===== config.mk =====
export PLATFORM = sky130hd
export DESIGN_NAME = wmc_compressor
export DESIGN_NICKNAME = d
export VERILOG_FILES = /design/src/logic/wmc_compressor.v /design/src/logic/wmc_offset_adder.v
export VERILOG_INCLUDE_DIRS = /design/src /design/src/inc
export SDC_FILE = /design/constraint.sdc
export NUM_CORES = 1
export LEC_CHECK = 0
export BUFFER_PORTS_ARGS = -buffer_cell sky130_fd_sc_hd__buf_2
export CAP_MARGIN = 25
export CORE_ASPECT_RATIO = 0.5
export CORE_UTILIZATION = 54
export DETAILED_ROUTE_END_ITERATION = 8
export PLACE_DENSITY = 0.85
export SLEW_MARGIN = 20
export SYNTH_ARGS = -nofsm -noshare
export SYNTH_HDL_FRONTEND = slang
export SYNTH_SLANG_ARGS = --single-unit
export TNS_END_PERCENT = 10

===== constraint.sdc =====
create_clock -name clk -period 6 [get_ports clk]
set_input_delay 1.2 -clock clk [delete_from_list [all_inputs] [get_ports clk]]
set_output_delay 1.2 -clock clk [all_outputs]
set_load 0.03 [all_outputs]

===== src/inc/wmc_consts.vh =====
// Constants for the waveform min/max compressor and offset adder.
// Assumes 16-bit two's complement samples and a 5-bit word-aligned register bus.
`ifndef WMC_CONSTS_VH
`define WMC_CONSTS_VH

// Sample width and reserved sample codes
`define WMC_DW            16
`define WMC_EMPTY_MARK    16'h8000
`define WMC_UNDER_MARK    16'h8001
`define WMC_OVER_MARK     16'h7fff

// Display record and group sizing
`define WMC_RECORD_PAIRS  10'h200
`define WMC_GROUP_ZERO    9'h100

// Register byte offsets
`define WMC_REG_MODE      5'h00
`define WMC_REG_STATUS    5'h04
`define WMC_REG_FACTOR    5'h08
`define WMC_REG_OFFSET    5'h0c
`define WMC_REG_RESET     5'h10

// Mode register fields
`define WMC_MODE_COMPRESS 0
`define WMC_MODE_VECTOR   1
`define WMC_MODE_RST      2'h1

// Reset values
`define WMC_FACTOR_RST    8'h01
`define WMC_OFFSET_RST    16'h0000

// Status register fields
`define WMC_ST_PAIRS_LO   0
`define WMC_ST_PAIRS_HI   9
`define WMC_ST_DONE       10
`define WMC_ST_STATE_LO   11
`define WMC_ST_STATE_HI   13
`define WMC_ST_UNDEF      14
`define WMC_ST_EMPTY      15

`endif


===== src/logic/wmc_compressor.v =====
// Waveform min/max compressor with display offset adder and register port.
// Assumes the sample source and display sink use valid/ready on clk.
//
// Behaviour
// - compressed mode delivers 512 output pairs for each complete display record.
// - pass-through mode forwards every input sample unchanged, once, through the minimum adder only.
// - compressed mode splits input into groups of group_size_factor samples.
// - one minimum/maximum pair is produced per group, 512 per display record.
// - programmed display offset is applied to every output pair value.
// - adder adds signed offset; a negative offset shifts data downward.
// - with vectoring, min and max holding registers swap roles between groups.
// - vectoring: previous min above new max becomes the new maximum.
// - vectoring: previous max below new min becomes the new minimum.
// - min loads on valid sample over over-range, empty register, or under-range sample.
// - min loads an in-range sample below the stored minimum.
// - min loads at group end when all empty, or when extremes undefined.
// - max loads by the mirrored criteria of the minimum register.
// - adder yields empty, under-range, over-range markers or the plain sum.
// - compressed mode always sends minimum first, then maximum.
// - group_size_factor of zero acts as a group of 256 samples.
//
// The address map and the address-and-strobe port were chosen for this implementation.
`include "wmc_consts.vh"

module wmc_compressor (
	// Clock and reset
	input  wire        clk,
	input  wire        rst_n,
	// Register port
	input  wire [4:0]  reg_addr,
	input  wire [31:0] reg_wdata,
	input  wire        reg_wr,
	input  wire        reg_rd,
	output reg  [31:0] reg_rdata,
	// Sample stream from the memory manager
	input  wire        in_valid,
	output wire        in_ready,
	input  wire [15:0] in_data,
	// Value stream to the display sink
	output wire        out_valid,
	input  wire        out_ready,
	output reg  [15:0] out_data
);

	// One-hot states
	localparam [2:0] ST_IDLE = 3'h1;
	localparam [2:0] ST_MIN  = 3'h2;
	localparam [2:0] ST_LAST = 3'h4;

	// Software-visible control
	reg  [1:0]  mode_q;
	reg  [7:0]  factor_q;
	reg  [15:0] offset_q;
	reg         restart;

	// Sequencing state
	reg  [2:0]  state_q;
	reg  [2:0]  state_d;
	reg  [8:0]  remain_q;
	reg  [9:0]  pairs_q;
	reg         done_q;

	// Holding registers and flags
	reg  [15:0] x_q;
	reg  [15:0] y_q;
	reg         min_is_y_q;
	reg         undef_q;
	reg         all_empty_q;
	reg  [15:0] pend_q;

	// Decoded sample conditions
	wire        compress;
	wire        vector_on;
	wire        accept;
	wire        send;
	wire        eoc;
	wire [8:0]  group_len;
	wire [15:0] cur_min;
	wire [15:0] cur_max;
	wire        d_empty;
	wire        d_under;
	wire        d_over;
	wire        d_plain;
	wire        group_all_empty_flag;
	wire        min_over;
	wire        min_under;
	wire        min_empty;
	wire        max_over;
	wire        max_under;
	wire        max_empty;
	reg         load_min;
	reg         load_max;
	wire [15:0] min_nxt;
	wire [15:0] max_nxt;
	wire        pair_out;

	// Adder paths
	wire [15:0] add_off;
	wire [15:0] add_a_in;
	wire [15:0] add_a_out;
	wire [15:0] add_b_out;

	assign compress  = mode_q[`WMC_MODE_COMPRESS];
	assign vector_on = mode_q[`WMC_MODE_VECTOR];

	// Register writes and restart decode
	always @* begin
		restart = 1'b0;
		if (reg_wr) begin
			if (reg_addr == `WMC_REG_MODE) begin
				restart = 1'b1;
			end else if (reg_addr == `WMC_REG_RESET) begin
				restart = 1'b1;
			end
		end
	end

	// Status is read only; writes there or to unmapped offsets are ignored
	always @(posedge clk) begin
		if (!rst_n) begin
			mode_q   <= `WMC_MODE_RST;
			factor_q <= `WMC_FACTOR_RST;
			offset_q <= `WMC_OFFSET_RST;
		end else if (reg_wr) begin
			if (reg_addr == `WMC_REG_MODE) begin
				mode_q <= reg_wdata[1:0];
			end else if (reg_addr == `WMC_REG_FACTOR) begin
				factor_q <= reg_wdata[7:0];
			end else if (reg_addr == `WMC_REG_OFFSET) begin
				offset_q <= reg_wdata[15:0];
			end
		end
	end

	// Register reads, answered one cycle later
	always @(posedge clk) begin
		if (!rst_n) begin
			reg_rdata <= 32'h0;
		end else if (reg_rd) begin
			if (reg_addr == `WMC_REG_MODE) begin
				reg_rdata <= {30'h0, mode_q};
			end else if (reg_addr == `WMC_REG_STATUS) begin
				reg_rdata <= {16'h0, all_empty_q, undef_q, state_q, done_q, pairs_q};
			end else if (reg_addr == `WMC_REG_FACTOR) begin
				reg_rdata <= {24'h0, factor_q};
			end else if (reg_addr == `WMC_REG_OFFSET) begin
				reg_rdata <= {16'h0, offset_q};
			end else begin
				reg_rdata <= 32'h0;
			end
		end else begin
			reg_rdata <= 32'h0;
		end
	end

	// Stream handshakes
	// A restart write closes the input so no sample joins a stale group
	assign in_ready  = state_q[0] & ~restart;
	assign accept    = in_valid & in_ready;
	assign out_valid = ~state_q[0];
	assign send      = out_valid & out_ready;

	// Group length and end of group
	assign group_len = (factor_q == 8'h00) ? `WMC_GROUP_ZERO : {1'b0, factor_q};
	assign eoc       = (remain_q == 9'h001);

	// Sample classification
	// Reserved codes never enter a magnitude comparison
	assign d_empty = (in_data == `WMC_EMPTY_MARK);
	assign d_under = (in_data == `WMC_UNDER_MARK);
	assign d_over  = (in_data == `WMC_OVER_MARK);
	assign d_plain = ~d_empty & ~d_under & ~d_over;
	assign group_all_empty_flag = all_empty_q & d_empty;

	// Role of each holding register
	assign cur_min = min_is_y_q ? y_q : x_q;
	assign cur_max = min_is_y_q ? x_q : y_q;

	assign min_over  = (cur_min == `WMC_OVER_MARK);
	assign min_under = (cur_min == `WMC_UNDER_MARK);
	assign min_empty = (cur_min == `WMC_EMPTY_MARK);
	assign max_over  = (cur_max == `WMC_OVER_MARK);
	assign max_under = (cur_max == `WMC_UNDER_MARK);
	assign max_empty = (cur_max == `WMC_EMPTY_MARK);

	// Minimum replacement
	always @* begin
		load_min = 1'b0;
		if (!d_empty && min_over) begin
			load_min = 1'b1;
		end else if (min_empty || d_under) begin
			load_min = 1'b1;
		end else if (!min_under && d_plain && ($signed(cur_min) > $signed(in_data))) begin
			load_min = 1'b1;
		end else if ((eoc && group_all_empty_flag) || undef_q) begin
			load_min = 1'b1;
		end
	end

	// Maximum replacement
	always @* begin
		load_max = 1'b0;
		if (!d_empty && max_under) begin
			load_max = 1'b1;
		end else if (max_empty || d_over) begin
			load_max = 1'b1;
		end else if (!max_over && d_plain && ($signed(cur_max) < $signed(in_data))) begin
			load_max = 1'b1;
		end else if ((eoc && group_all_empty_flag) || undef_q) begin
			load_max = 1'b1;
		end
	end

	assign min_nxt = load_min ? in_data : cur_min;
	assign max_nxt = load_max ? in_data : cur_max;

	// Offset is bypassed in pass-through so samples leave unchanged
	assign add_off  = compress ? offset_q : 16'h0000;
	assign add_a_in = compress ? min_nxt : in_data;

	wmc_offset_adder u_add_min (
		.value  (add_a_in),
		.offset (add_off),
		.result (add_a_out)
	);

	wmc_offset_adder u_add_max (
		.value  (max_nxt),
		.offset (add_off),
		.result (add_b_out)
	);

	// Sequencer
	always @* begin
		state_d = state_q;
		case (state_q)
			ST_IDLE: begin
				if (accept && !compress) begin
					state_d = ST_LAST;
				end else if (accept && eoc) begin
					state_d = ST_MIN;
				end
			end
			ST_MIN: begin
				if (send) begin
					state_d = ST_LAST;
				end
			end
			ST_LAST: begin
				if (send) begin
					state_d = ST_IDLE;
				end
			end
			default: begin
				state_d = ST_IDLE;
			end
		endcase
	end

	// A restart drops any pending output and returns to idle
	always @(posedge clk) begin
		if (!rst_n) begin
			state_q <= ST_IDLE;
		end else if (restart) begin
			state_q <= ST_IDLE;
		end else begin
			state_q <= state_d;
		end
	end

	// Group counter, holding registers and flags
	// Roles swap at every group end; without vectoring the extremes are also marked undefined
	always @(posedge clk) begin
		if (!rst_n) begin
			remain_q    <= 9'h001;
			x_q         <= `WMC_EMPTY_MARK;
			y_q         <= `WMC_EMPTY_MARK;
			min_is_y_q  <= 1'b0;
			undef_q     <= 1'b1;
			all_empty_q <= 1'b1;
		end else if (restart) begin
			remain_q    <= group_len;
			x_q         <= `WMC_EMPTY_MARK;
			y_q         <= `WMC_EMPTY_MARK;
			min_is_y_q  <= 1'b0;
			undef_q     <= 1'b1;
			all_empty_q <= 1'b1;
		end else if (accept && compress) begin
			if (min_is_y_q) begin
				y_q <= min_nxt;
				x_q <= max_nxt;
			end else begin
				x_q <= min_nxt;
				y_q <= max_nxt;
			end
			if (eoc) begin
				remain_q    <= group_len;
				min_is_y_q  <= ~min_is_y_q;
				undef_q     <= ~vector_on;
				all_empty_q <= 1'b1;
			end else begin
				remain_q    <= remain_q - 9'h001;
				undef_q     <= 1'b0;
				all_empty_q <= group_all_empty_flag;
			end
		end
	end

	// Output data, minimum first then maximum
	always @(posedge clk) begin
		if (!rst_n) begin
			out_data <= 16'h0000;
			pend_q   <= 16'h0000;
		end else if (accept && (!compress || eoc)) begin
			out_data <= add_a_out;
			pend_q   <= add_b_out;
		end else if (send && state_q[1]) begin
			out_data <= pend_q;
		end
	end

	// Pair count per display record
	// Restart clears the count; a record completing in that same cycle still reports done
	assign pair_out = send & state_q[2] & compress;

	always @(posedge clk) begin
		if (!rst_n) begin
			pairs_q <= 10'h000;
			done_q  <= 1'b0;
		end else if (pair_out && (pairs_q == `WMC_RECORD_PAIRS - 10'h001)) begin
			pairs_q <= 10'h000;
			done_q  <= 1'b1;
		end else if (restart) begin
			pairs_q <= 10'h000;
			done_q  <= 1'b0;
		end else if (pair_out) begin
			pairs_q <= pairs_q + 10'h001;
		end
	end

endmodule


===== src/logic/wmc_offset_adder.v =====
// Offset adder: shifts one sample by a signed offset with saturation markers.
// Assumes the caller registers the result; purely combinational.
`include "wmc_consts.vh"

module wmc_offset_adder (
	// Operands
	input  wire [15:0] value,
	input  wire [15:0] offset,
	// Result
	output reg  [15:0] result
);

	wire [15:0] sum;
	wire        neg_ovf;
	wire        pos_ovf;

	assign sum     = value + offset;
	assign neg_ovf = value[15] & offset[15] & ~sum[15];
	assign pos_ovf = ~value[15] & ~offset[15] & sum[15];

	always @* begin
		if (value == `WMC_EMPTY_MARK) begin
			result = `WMC_EMPTY_MARK;
		end else if (value == `WMC_UNDER_MARK || neg_ovf) begin
			result = `WMC_UNDER_MARK;
		end else if (value == `WMC_OVER_MARK || pos_ovf) begin
			result = `WMC_OVER_MARK;
		end else begin
			result = sum;
		end
	end

endmodule


* After elaboration in Yosys (flattened, before gate mapping)
Cells that the tools add are included.
** Cells by class
- $add $sub $neg :: 4
- $lt $le $gt $ge :: 2
- Eq/ne operators :: 27
- Muxes and demuxes :: 43
- Bitwise operators :: 32
- Reduce and logical (&&, ||, !) cells :: 40
** Operator list (number)
- $mux 16 :: 19
- $eq 16x16->1 const B :: 10
- $eq 16x15->1 const B :: 5
- $mux 9 :: 4
- $add 16x16->16 :: 2
- $and 1x1->1 :: 16
- $gt 16x16->1 :: 1
- $lt 16x16->1 :: 1
- $not 1->1 :: 16
- $mux 1 :: 14
- $logic_and 1x1->1 :: 13
- $mux 3 :: 4
- $add 10x1->10 const B :: 1
- $eq 10x9->1 const B :: 1
- $eq 5x4->1 const B :: 2
- $eq 9x1->1 const B :: 1
- $pmux 3 s3 :: 1
- $sub 9x1->9 const B :: 1
- $logic_not 8->1 :: 1
- $logic_or 1x1->1 :: 8
- $reduce_and 2->1 :: 3
- $reduce_and 3->1 :: 2
- $reduce_bool 2->1 :: 3
- $reduce_or 3->1 :: 2
- 13 further kinds :: 17
** Storage, ports and cells
- Register bits :: 148
- Input bits :: 59
- Output and inout bits :: 50
- Logic and storage cells :: 165

* Depth between registers and ports, before layout
Gate-level depths: netlist of run 1.
- Depth after elaboration :: 19
- Mapped depth :: 29
- Gate-level depth less buffers :: 22

* Cells and area by module
From an unflattened synthesis of run 1, not the netlist that was laid out.
** Second synthesis, totals
- Cells, all modules :: 1320
- Area, all modules :: 10451.3 sq um
** By module, submodules not included
- wmc_compressor :: instances 1, cells each 1022, area an instance 8199.1 sq um, seq. area each 2642.5 sq um
- wmc_offset_adder :: instances 2, cells each 149, area an instance 1126.1 sq um, seq. area each 0.0 sq um

* Least setup slack after synthesis of run 1
OpenSTA, ideal clock, no wires.
- Path kind :: reg2reg
- Start :: register min_is_y_q
- End :: register out_data[5]
- Library setup time :: 0.086 ns
- Arrival time :: 6.357 ns
- Data required time :: 5.914 ns
- Path slack :: -0.443 ns
- Cell stages (with the launch flop) :: 30
- Buffers on the path :: 9
- Period minus slack after synthesis :: 6.443 ns
- Cells stage by stage :: dfxtp_1 -> buf_2 -> buf_2 -> buf_4 -> buf_2 -> buf_2 -> buf_1 -> mux2_2 -> ha_1 -> and3_1 -> a22o_1 -> or3_1 -> o221ai_1 -> a21boi_0 -> a21bo_2 -> buf_6 -> clkbuf_1 -> nor2_1 -> a21oi_1 -> ha_1 -> a21o_1 -> a2111oi_0 -> o31a_1 -> o311a_1 -> a311oi_1 -> and2_1 -> a211oi_4 -> a21oi_2 -> buf_6 -> a221oi_2
** On the way
- Word-level cells in the longest chain between the ends :: 18
- Elaborated cells between the ends (all ways) :: 31
- Those cells by class :: add/sub (1); order compare (1); eq/ne (6); mux (10); bitwise (6); reduce/logical (7)
** Ends and longest elaborated chain
- from (decl) :: RTL line wmc_compressor.v:66 : reg min_is_y_q;
- from (signal assigned) :: RTL line wmc_compressor.v:298 : min_is_y_q <= ~min_is_y_q;
- $mux 16 (*) :: RTL line wmc_compressor.v:176 : assign cur_min = min_is_y_q ? y_q : x_q;
- branches (longest 7 deep; another with $gt 16x16->1)
- $mux 16 (*) :: RTL line wmc_compressor.v:214 : assign min_nxt = load_min ? in_data : cur_min;
- $mux 16 (*) :: RTL line wmc_compressor.v:219 : assign add_a_in = compress ? min_nxt : in_data;
- branches (longest 6 deep; another with $add 16x16->16)
- $mux 16 (*) :: RTL line wmc_offset_adder.v:22 : if (value == `WMC_EMPTY_MARK) begin
- $mux 16 (*) :: RTL line wmc_compressor.v:314 : end else if (accept && (!compress || eoc)) begin
- to (signal assigned) :: RTL line wmc_compressor.v:315 : out_data <= add_a_out;
- to (signal assigned) :: RTL line wmc_compressor.v:318 : out_data <= pend_q;
- to (decl) :: RTL line wmc_compressor.v:42 : output reg [15:0] out_data
Every way passes the cells marked *.
A chain may end at the register's enable or synchronous reset.

* Final worst setup path of run 1
- Start :: input port in_data[15]
- End :: register pend_q[6]
** On the way
- Word-level cells in the longest chain between the ends :: 17
- Elaborated cells between the ends (all ways) :: 37
- Those cells by class :: add/sub (1); order compare (1); eq/ne (6); mux (8); bitwise (12); reduce/logical (9)
** Ends and longest elaborated chain
- from (decl) :: RTL line wmc_compressor.v:38 : input wire [15:0] in_data,
- branches (longest 9 deep; another with $lt 16x16->1)
- $mux 16 (*) :: RTL line wmc_compressor.v:215 : assign max_nxt = load_max ? in_data : cur_max;
- branches (longest 6 deep; another with $add 16x16->16)
- $mux 16 (*) :: RTL line wmc_offset_adder.v:22
- to (signal assigned) :: RTL line wmc_compressor.v:316 : pend_q <= add_b_out;
- to (decl) :: RTL line wmc_compressor.v:69 : reg [15:0] pend_q;
Marks and branches as above.

==> metrics.txt, run 1 <==
internal power 0.002519 W; CP Data Arrival Time 6140 ps; Worst-Margin Slew 895.5 ps; number of H-tree levels 4; DR WL/cell 19.71 um; CTS Sinks 132; Sw Share 0.4387; max cap viols 0; CTS Buffer Depth 2; Pins Over Slew Limit 0; WP data required 6360 ps; largest net degree at the start of global routing 51; CTS buffer count 17; CP bufs+invs 6; PwrDens 408.4 mW/mm^2; WHS 463.0 ps; Setup violations, final 0; proportion of layout cells with a drive suffix above 1 0.1985; I/O pin cnt 109; Clock Latency Late Sink 430 ps; DIE WIDTH 186.6 um; critical path's top delay family compound AO/OA/AOI/OAI gates; Most used DFF post-synth dfxtp_1; slowest stage delay, CP 460 ps; CTS tree built; Synth-to-Final Area Change 19.40%; fin area 0.01099 mm^2; most frequent CP cell buf_4; GPL Wtd Cong 1.033; Psw 0.001969 W; row count 33; Netlist cell types 78; gr ovfl total 0; YS warnings 0; register area share after synthesis 0.2872; crit-path max FO 18; CP startpoint kind input port; synthesized area per cell 7.845 um^2; Hold Path Class reg2reg; Ant. Diodes 0; initial antenna violation count 0; final WL 30390 um; post-route setup slack 215.9 ps; slew margin rel. 0.4030; Post-synth EDFFs 0; Netlist Area Pre-Place 0.009203 mm^2; CP Capture Type flop; Clock Power Share 0.251; Clock transition at path regs 70 ps; Final ANT Viol Nets 0; Fin. Hold Viols 0; DP Worst Slack -312.8 ps; Post-CTS Hold Fix Bufs 0; post-route minimum period 5784 ps; CTS Root Cell clkbuf_16; I/O Buffers 76; die area 0.01760 mm^2; placed instance area 0.01029 mm^2; slowest CP cell or3b_2; Initial DRC Count 1006; initial core utilization 0.5572; Setup Skew 7.781 ps; DRC viols 0; first-pass GRT wire length 46950 um; Worst IR Drop VDD 0.0002585 V; crit-path cells buf_2 > inv_1 > ha_1 > or3b_2 > a211o_1 > a31oi_1 > o21ai_0 > a21oi_2 > nor2_4 > buf_4 > o21ai_0 > ha_1 > buf_4 > nand4_1 > o21ba_2 > o41a_1 > o21a_1 > o311ai_1 > buf_4 > o22a_1 > and2_1 > buf_4 > o21ai_0 > a21oi_1; Comb pwr share 0.481; final net count 1432; Die Y-Extent 94.31 um; sequential share of power 0.268; Pleak 4.905 nW; commonest non-fill, non-tap cell in the layout nand2_1; Peak Freq 172.9 MHz; vias per inst 6.215; most frequent cells in the layout nand2_1, dfxtp_1, nor2_1; Synth Register Bits 132; TritonRoute pass-1 iters 8; Setup Crit Path Kind in2reg; DP Wirelength 22620 um; part of the cycle the worst path needs 0.9640; Async SR Flop Fraction 0; cells after synthesis 1173; vias in the first global route 8893; status finished, final reports clean; Total GRT Usage 0.3446; total number of vias 9583; core box area 0.01652 mm^2
## state kept, by name, indices dropped and copies added, names as in the netlist, 8 cells and up
| register | count |
|---|---|
| reg_rdata | 16 |
| y_q | 16 |
| pend_q | 16 |
| x_q | 16 |
| pairs_q | 10 |
| out_data | 16 |
| remain_q | 9 |
| factor_q | 8 |
| offset_q | 16 |
## metal layers
layer  global-route usage  share of wire  up-vias
met1               0.4397           0.43     4520
met3              0.09783           0.11       78
li1                     -              -     4452
met5                    0              0        -
met2               0.5622           0.44      533
met4               0.1189          0.024        0
## path summary, 6_finish.rpt
check                    from           to  slack, ps  depth (start not counted)
hold / removal      pend_q[1]    pend_q[1]        460                          2
setup / recovery  in_data[15]    pend_q[6]        220                         24
hold reg to reg     pend_q[1]    pend_q[1]        460                          2
setup reg to reg   min_is_y_q  out_data[7]        250                         21
## cell type report
cell class | count | area [um^2]
Multi-Input combinational cell | 934 | 6115
Fill cell | 1370 | 5528
Sequential cell | 132 | 2646
Timing Repair Buffer | 171 | 1147
Clock buffer | 18 | 439.2
Tap cell | 227 | 284.0
Clock inverter | 14 | 183.9
Inverter | 46 | 172.7
## cells by family (layout without fill, tap and decap cells)
logic type / after synthesis / in the layout / synth area share
other cells: 1 / 16 / 0.0004075
mux: 58 / 58 / 0.06676
compound gates: 321 / 321 / 0.2277
xor+xnor: 34 / 34 / 0.03236
fa+ha+maj: 71 / 71 / 0.09816
buf+inv: 122 / 249 / 0.06118
simple gates: 434 / 434 / 0.2262
flops: 132 / 132 / 0.2872
## cells in the mapped netlist (all sizes together) (18+ instances only)
cell,number,area (um^2)
ha,69,863.3
dfxtp,132,2643
nand3,45,225.2
a21oi,112,564.3
nor2,118,442.9
nor3,22,121.4
xnor2,21,183.9
o21ai,89,445.4
a22oi,18,135.1
nand2,134,503.0
clkbuf,42,157.7
buf,34,232.7
mux2i,34,344.1
mux2,24,270.3
and2,24,150.1
inv,45,168.9
## power by group through the flow
stage	combinational, W	clock, W	sequential, W
after detailed placement	0.00205	0	0.00121
final	0.00216	0.00112	0.00120
after floorplan	0.00140	0	0.00120
after CTS	0.00207	0.00113	0.00120
after global routing	0.00232	0.00116	0.00121
after global placement	0.00198	0	0.00121
## per-stage QoR
step	total power (W)	utilization	instances	setup TNS, ps
CTS	0.004395	0.6610	1539	0
global placement	0.003190	0.6233	1507	-2170
detailed placement	0.003259	0.6233	1507	-4593
finish	0.004487	0.6653	1542	0
global route	0.004698	0.6653	1542	-2.494
floorplan	0.002608	-	1188	0
## timing repair
item	4_1_cts	5_1_grt
buffers inserted	0	2
gates resized for setup	0	9
setup endpoints to repair	0	32
## worst reg2reg max path, stage by stage, from the launching register on
cell	delay, ps
dfxtp_4	460
buf_4	240
mux2_2	410
ha_1	310
a21o_1	170
a22o_1	210
or3_1	310
o221ai_1	170
a21boi_0	180
a21bo_4	340
a21oi_1	290
ha_1	300
a21o_1	240
a2111oi_4	410
o31a_1	180
o311a_1	180
a311oi_1	80
and2_1	230
a211oi_4	360
a21oi_2	140
buf_12	210
a221oi_2	240
(Power assumes the default switching activity.)
==> inputs of run 2 (changes only) <==
==> constraint.sdc (replaced) <==
create_clock -name clk -period 6 [get_ports clk]
set_input_delay 0.6 -clock clk [delete_from_list [all_inputs] [get_ports clk]]
set_output_delay 0.6 -clock clk [all_outputs]
set_load 0.03 [all_outputs]
==> run 2 against run 1 <==
Clock skew increased by 4.3 ps. Count of clock-buffer cells in the layout fell by 1. First-iteration DRC count up 6.2%. Sequential share of layout area up 0.18 points. Non-clock buffer count down 14. Utilization fell by 0.49 points. Worst hold slack worse by 55 ps. Die area unchanged. Largest power group unchanged.
==> metrics.txt, run 2 (synthesized netlist as in run 1, its figures left out) <==
status finished, final reports clean; CTS buffer count 17; TritonRoute pass-1 iters 6; Peak Freq 173.6 MHz; DP Cell Count 1494; total number of vias 9518; part of the cycle the worst path needs 0.9599; CP bufs+invs 3; max cap viols 0; vias in the first global route 8990; die area 0.01760 mm^2; Setup violations, final 0; Hold Path Class in2reg; number of H-tree levels 4; slowest stage delay, CP 490 ps; critical path's top delay family compound AO/OA/AOI/OAI gates; DIE WIDTH 186.6 um; most frequent cells in the layout nand2_1, dfxtp_1, nor2_1; crit-path cells buf_4 > mux2i_1 > inv_1 > ha_1 > and3_1 > a22o_1 > or3_1 > o221ai_1 > a21boi_1 > a21bo_2 > o21ai_0 > ha_1 > a211oi_1 > o211ai_1 > nand2_1 > o31ai_1 > a311oi_1 > and2_1 > a211oi_4 > buf_4 > nand2_1 > a221oi_1; gr ovfl total 0; Fin. Hold Viols 0; TNS Setup 0 ps; Worst IR Drop VDD 0.0002456 V; placed instance area 0.01020 mm^2; DP Wirelength 22910 um; Setup Crit Path Kind reg2reg; I/O Buffers 76; CTS tree built; Final ANT Viol Nets 0; CP startpoint kind flop; final net count 1419; fin area 0.01091 mm^2; first-pass GRT wire length 47730 um; Clock Latency Late Sink 440 ps; Worst-Margin Slew 923.0 ps; Die Y-Extent 94.31 um; row count 33; Post-Layout Cell Count 1529; Pins Over Slew Limit 0; setup repair after global routing missed its margin false; proportion of layout cells with a drive suffix above 1 0.1905; CP Capture Type flop; largest net degree at the start of global routing 51; DRC viols 0; slowest CP cell dfxtp_4; crit-path max FO 16; total power 0.004525 W; initial core utilization 0.5572; CTS Sinks 132; WP data required 6330 ps; Post-CTS Hold Fix Bufs 0; I/O pin cnt 109; Total GRT Usage 0.3490; Synth-to-Final Area Change 18.52%; CTS Buffer Depth 2; final WL 30340 um; initial antenna violation count 1; CTS Root Cell clkbuf_16; vias per inst 6.225; CP Data Arrival Time 6090 ps; core box area 0.01652 mm^2; Pleak 4.858 nW; GPL Wtd Cong 0.9993; Setup Skew 12.12 ps; slew margin rel. 0.3847; Post-CTS Setup Bufs 0; Ant. Diodes 0; PwrDens 414.9 mW/mm^2; post-route minimum period 5759 ps; post-route setup slack 240.5 ps; DP Worst Slack -12.07 ps; DR WL/cell 19.84 um; commonest non-fill, non-tap cell in the layout nand2_1; Initial DRC Count 1068; Clock transition at path regs 70 ps; filler cell count in the final layout 1355
## run 2: final timing paths
| path | start | end | slack (ps) | cells after the start |
|---|---|---|---|---|
| max | min_is_y_q | out_data[1] | 240 | 22 |
| min | reg_wdata[11] | offset_q[11] | 410 | 3 |
| max reg2reg | min_is_y_q | out_data[1] | 240 | 22 |
| min reg2reg | pend_q[10] | pend_q[10] | 480 | 2 |
## run 2: final cells by class
cell class / instances / area (um^2) / area share
clock buffer: 17 / 425.4 / 0.03900
clock inverter: 15 / 230.2 / 0.02111
inverter: 46 / 172.7 / 0.01583
multi-input combinational: 935 / 6117 / 0.5609
sequential: 132 / 2646 / 0.2426
tap: 227 / 284.0 / 0.02604
timing repair buffer: 157 / 1031 / 0.09453
## run 2: timing repair
| item | in CTS | in global routing |
|---|---|---|
| pin swaps | 0 | 1 |
| setup endpoints to repair | 11 | 32 |
| gates resized for setup | 1 | 12 |
| gates cloned | 0 | 1 |
## run 2: layer usage
| layer | share of wire | GRT usage | routed length [um] | vias up |
|---|---|---|---|---|
| li1 | - | - | - | 4423 |
| met1 | 0.42 | 0.4541 | 12710 | 4487 |
| met2 | 0.44 | 0.5684 | 13430 | 517 |
| met3 | 0.11 | 0.07692 | 3272 | 89 |
| met4 | 0.030 | 0.1359 | 915 | 2 |
| met5 | 0.00030 | 0 | 9 | - |
## run 2: where the power goes
part | leakage [nW] | switching [W] | internal (W)
registers | 1.08 | 0.000166 | 0.00103
clock network | 0.321 | 0.000486 | 0.000684
logic | 3.46 | 0.00132 | 0.000836
total | 4.86 | 0.00197 | 0.00255
## run 2: metrics by stage
stage	hold WS, ps	utilization
global route	418.9	0.6604
floorplan	436.0	-
CTS	398.8	0.6570
finish	408.5	0.6604
detailed placement	467.9	0.6173
global placement	451.0	0.6173
## run 2: tightest hold or removal path: cells and delay by family
kind | cells | cell delay (ps)
AND/OR/NAND/NOR | 1 | 40
buffers and inverters | 1 | 90
AO/OA/AOI/OAI | 1 | 50
==> inputs of run 3 (changes only) <==
--- a/config.mk
+++ b/config.mk
@@ -9,9 +9,10 @@
 export BUFFER_PORTS_ARGS = -buffer_cell sky130_fd_sc_hd__buf_2
 export CAP_MARGIN = 25
 export CORE_ASPECT_RATIO = 0.5
-export CORE_UTILIZATION = 54
+export CORE_UTILIZATION = 40
 export DETAILED_ROUTE_END_ITERATION = 8
-export PLACE_DENSITY = 0.85
+export PLACE_DENSITY = 0.68
+export REMOVE_ABC_BUFFERS = 1
 export SLEW_MARGIN = 20
 export SYNTH_ARGS = -nofsm -noshare
 export SYNTH_HDL_FRONTEND = slang
==> run 3 against run 2 <==
Cell count rose by 3.0%. Utilization fell by 17 points. Largest cell class unchanged. Critical endpoint is now out_data[13]. Clock power fell by 14%. Fmax fell by 0.93%. Total power fell by 4.4%. Non-clock buffer count fell by 26. Sequential cell count did not move. Critical path depth rose by 2. Clock skew fell by 2.1 ps. Global-route usage fell by 8.9 points. Via count fell by 4.8%. Worst hold slack got worse by 26 ps. Largest power group unchanged.
==> metrics.txt, run 3 (synthesized netlist as in run 1, its figures left out) <==
initial antenna violation count 1; DIE WIDTH 216.5 um; Post-Layout Cell Count 1575; GPL Wtd Cong 0.9684; CP Data Arrival Time 6180 ps; die area 0.02365 mm^2; slowest CP cell a2111oi_0; I/O pin cnt 109; DP Cell Count 1539; grt met3 use 0.05830; post-route minimum period 5814 ps; placed instance area 0.01008 mm^2; GR Layer Usage met1 0.3646; most frequent cells in the layout nand2_1, dfxtp_1, nor2_1; WP data required 6370 ps; CP startpoint kind flop; Psw 0.001932 W; reg2reg start min_is_y_q; DP Wirelength 23130 um; crit-path cells buf_12 > buf_4 > nor2b_1 > a21o_1 > ha_1 > and3_1 > a22o_1 > or3_1 > o221ai_1 > a21boi_2 > a21bo_4 > a21oi_1 > ha_1 > a21o_1 > a2111oi_0 > buf_4 > o31a_1 > o311a_1 > a311oi_1 > and2_1 > a211oi_4 > a21oi_2 > buf_12 > a221oi_2; initial core utilization 0.4162; worst hold path depth 3; gr ovfl total 0; setup repair after global routing missed its margin true; Pleak 4.692 nW; Sw Share 0.4466; first-pass GRT wire length 46660 um; part of the cycle the worst path needs 0.9690; Fin. Hold Viols 0; total power 0.004325 W; sequential share of power 0.274; TritonRoute pass-1 iters 6; Pins Over Slew Limit 0; FF-to-FF path depth 24; area of the multi-input gates 0.006127 mm^2; HP Start reg_wdata[11]; row count 38; PwrDens 402.6 mW/mm^2; Setup Crit Path Kind reg2reg; TNS Setup 0 ps; I/O Buffers 76; CTS tree built; final net count 1393; CP bufs+invs 4; critical path's top delay family compound AO/OA/AOI/OAI gates; status finished, final reports clean; Ant. Diodes 0; crit-path max FO 16; Peak Freq 172.0 MHz; Initial DRC Count 850; Worst-Margin Slew 884.6 ps; Final ANT Viol Nets 0; CTS Buffer Depth 2; Setup Skew 10.03 ps; CTS Sinks 132; internal power 0.002393 W; CTS buffer count 17; filler cell count in the final layout 2183; CP Capture Type flop; Clock transition at path regs 70 ps; vias per inst 5.754; Hold Path Class in2reg; Post-CTS Hold Fix Bufs 0; slowest stage delay, CP 490 ps; fin area 0.01074 mm^2; Clock Power Share 0.233; commonest non-fill, non-tap cell in the layout nand2_1; number of H-tree levels 4; GRT met2 Usage 0.3862; Comb pwr share 0.494; Die Y-Extent 109.3 um; final WL 29920 um; slew margin rel. 0.4103; proportion of layout cells with a drive suffix above 1 0.1773; Synth-to-Final Area Change 16.74%; Setup crit start min_is_y_q; Setup violations, final 0; total number of vias 9063; max cap viols 0; Worst path depth 24; largest net degree at the start of global routing 51; Seq. cell area 0.002644 mm^2; Worst IR Drop VDD 0.0001649 V; core box area 0.02211 mm^2; DR WL/cell 18.99 um; CTS Root Cell clkbuf_16; Total GRT Usage 0.2604; Clock Latency Late Sink 460 ps; DRC viols 0; gr busiest metal met2; vias in the first global route 8432
[run 3: changes by cell type in the layout (fill, tap and decap cells not counted), moves of 2 or more]
cell       previous run  this run
buf_4                75        48
clkinv_4              0         6
a21oi_1             108       104
a21oi_2               4         8
bufinv_16             3         0
clkinv_8              3         0
inv_8                 5         2
o21ai_0              84        81
buf_12                3         5
o21ai_1               4         6
[run 3: worst paths after layout]
path / endpoint / slack [ps]
setup reg to reg: out_data[13] / 190
setup / recovery: out_data[13] / 190
hold reg to reg: pend_q[10] / 470
hold / removal: offset_q[11] / 380
[run 3: repair_timing]
item,in CTS,in global routing
gates cloned,0,1
setup endpoints to repair,7,31
gates resized for setup,1,20
pin swaps,0,2
buffers inserted,0,2
[run 3: tightest hold or removal path, stage by stage]
cell	delay, ps
buf_2	100
nand2_1	50
a21oi_1	50
[run 3: through the flow]
step	utilization	setup WS (ps)	hold WS, ps
CTS	0.4815	6.429	365.9
detailed placement	0.4561	5.364	460.3
floorplan	-	-897.4	436.0
global placement	0.4561	67.84	451.5
finish	0.4859	186.2	382.8
global route	0.4859	-21.26	382.9
[run 3: cell type report]
class                           instances  area share
Clock buffer                           18     0.04088
Clock inverter                         13     0.01095
Inverter                               46     0.01607
Multi-Input combinational cell        935      0.5703
Sequential cell                       132      0.2461
Tap cell                              300     0.03494
Timing Repair Buffer                  131     0.08071
[run 3: power by group through the flow]
stage / sequential, W / clock (W) / combinational [W]
2_1_floorplan: 0.00124 / 0 / 0.00126
6_report: 0.00118 / 0.00101 / 0.00214
3_3_place_gp: 0.00119 / 0 / 0.00200
3_5_place_dp: 0.00120 / 0 / 0.00206
4_1_cts: 0.00118 / 0.00102 / 0.00207
5_1_grt: 0.00120 / 0.00106 / 0.00233
[run 3: routing by layer]
metal,vias up,wire length [um]
met1,4347,14430
met5,-,0
li1,4371,-
met3,44,2121
met4,0,714
met2,301,12650
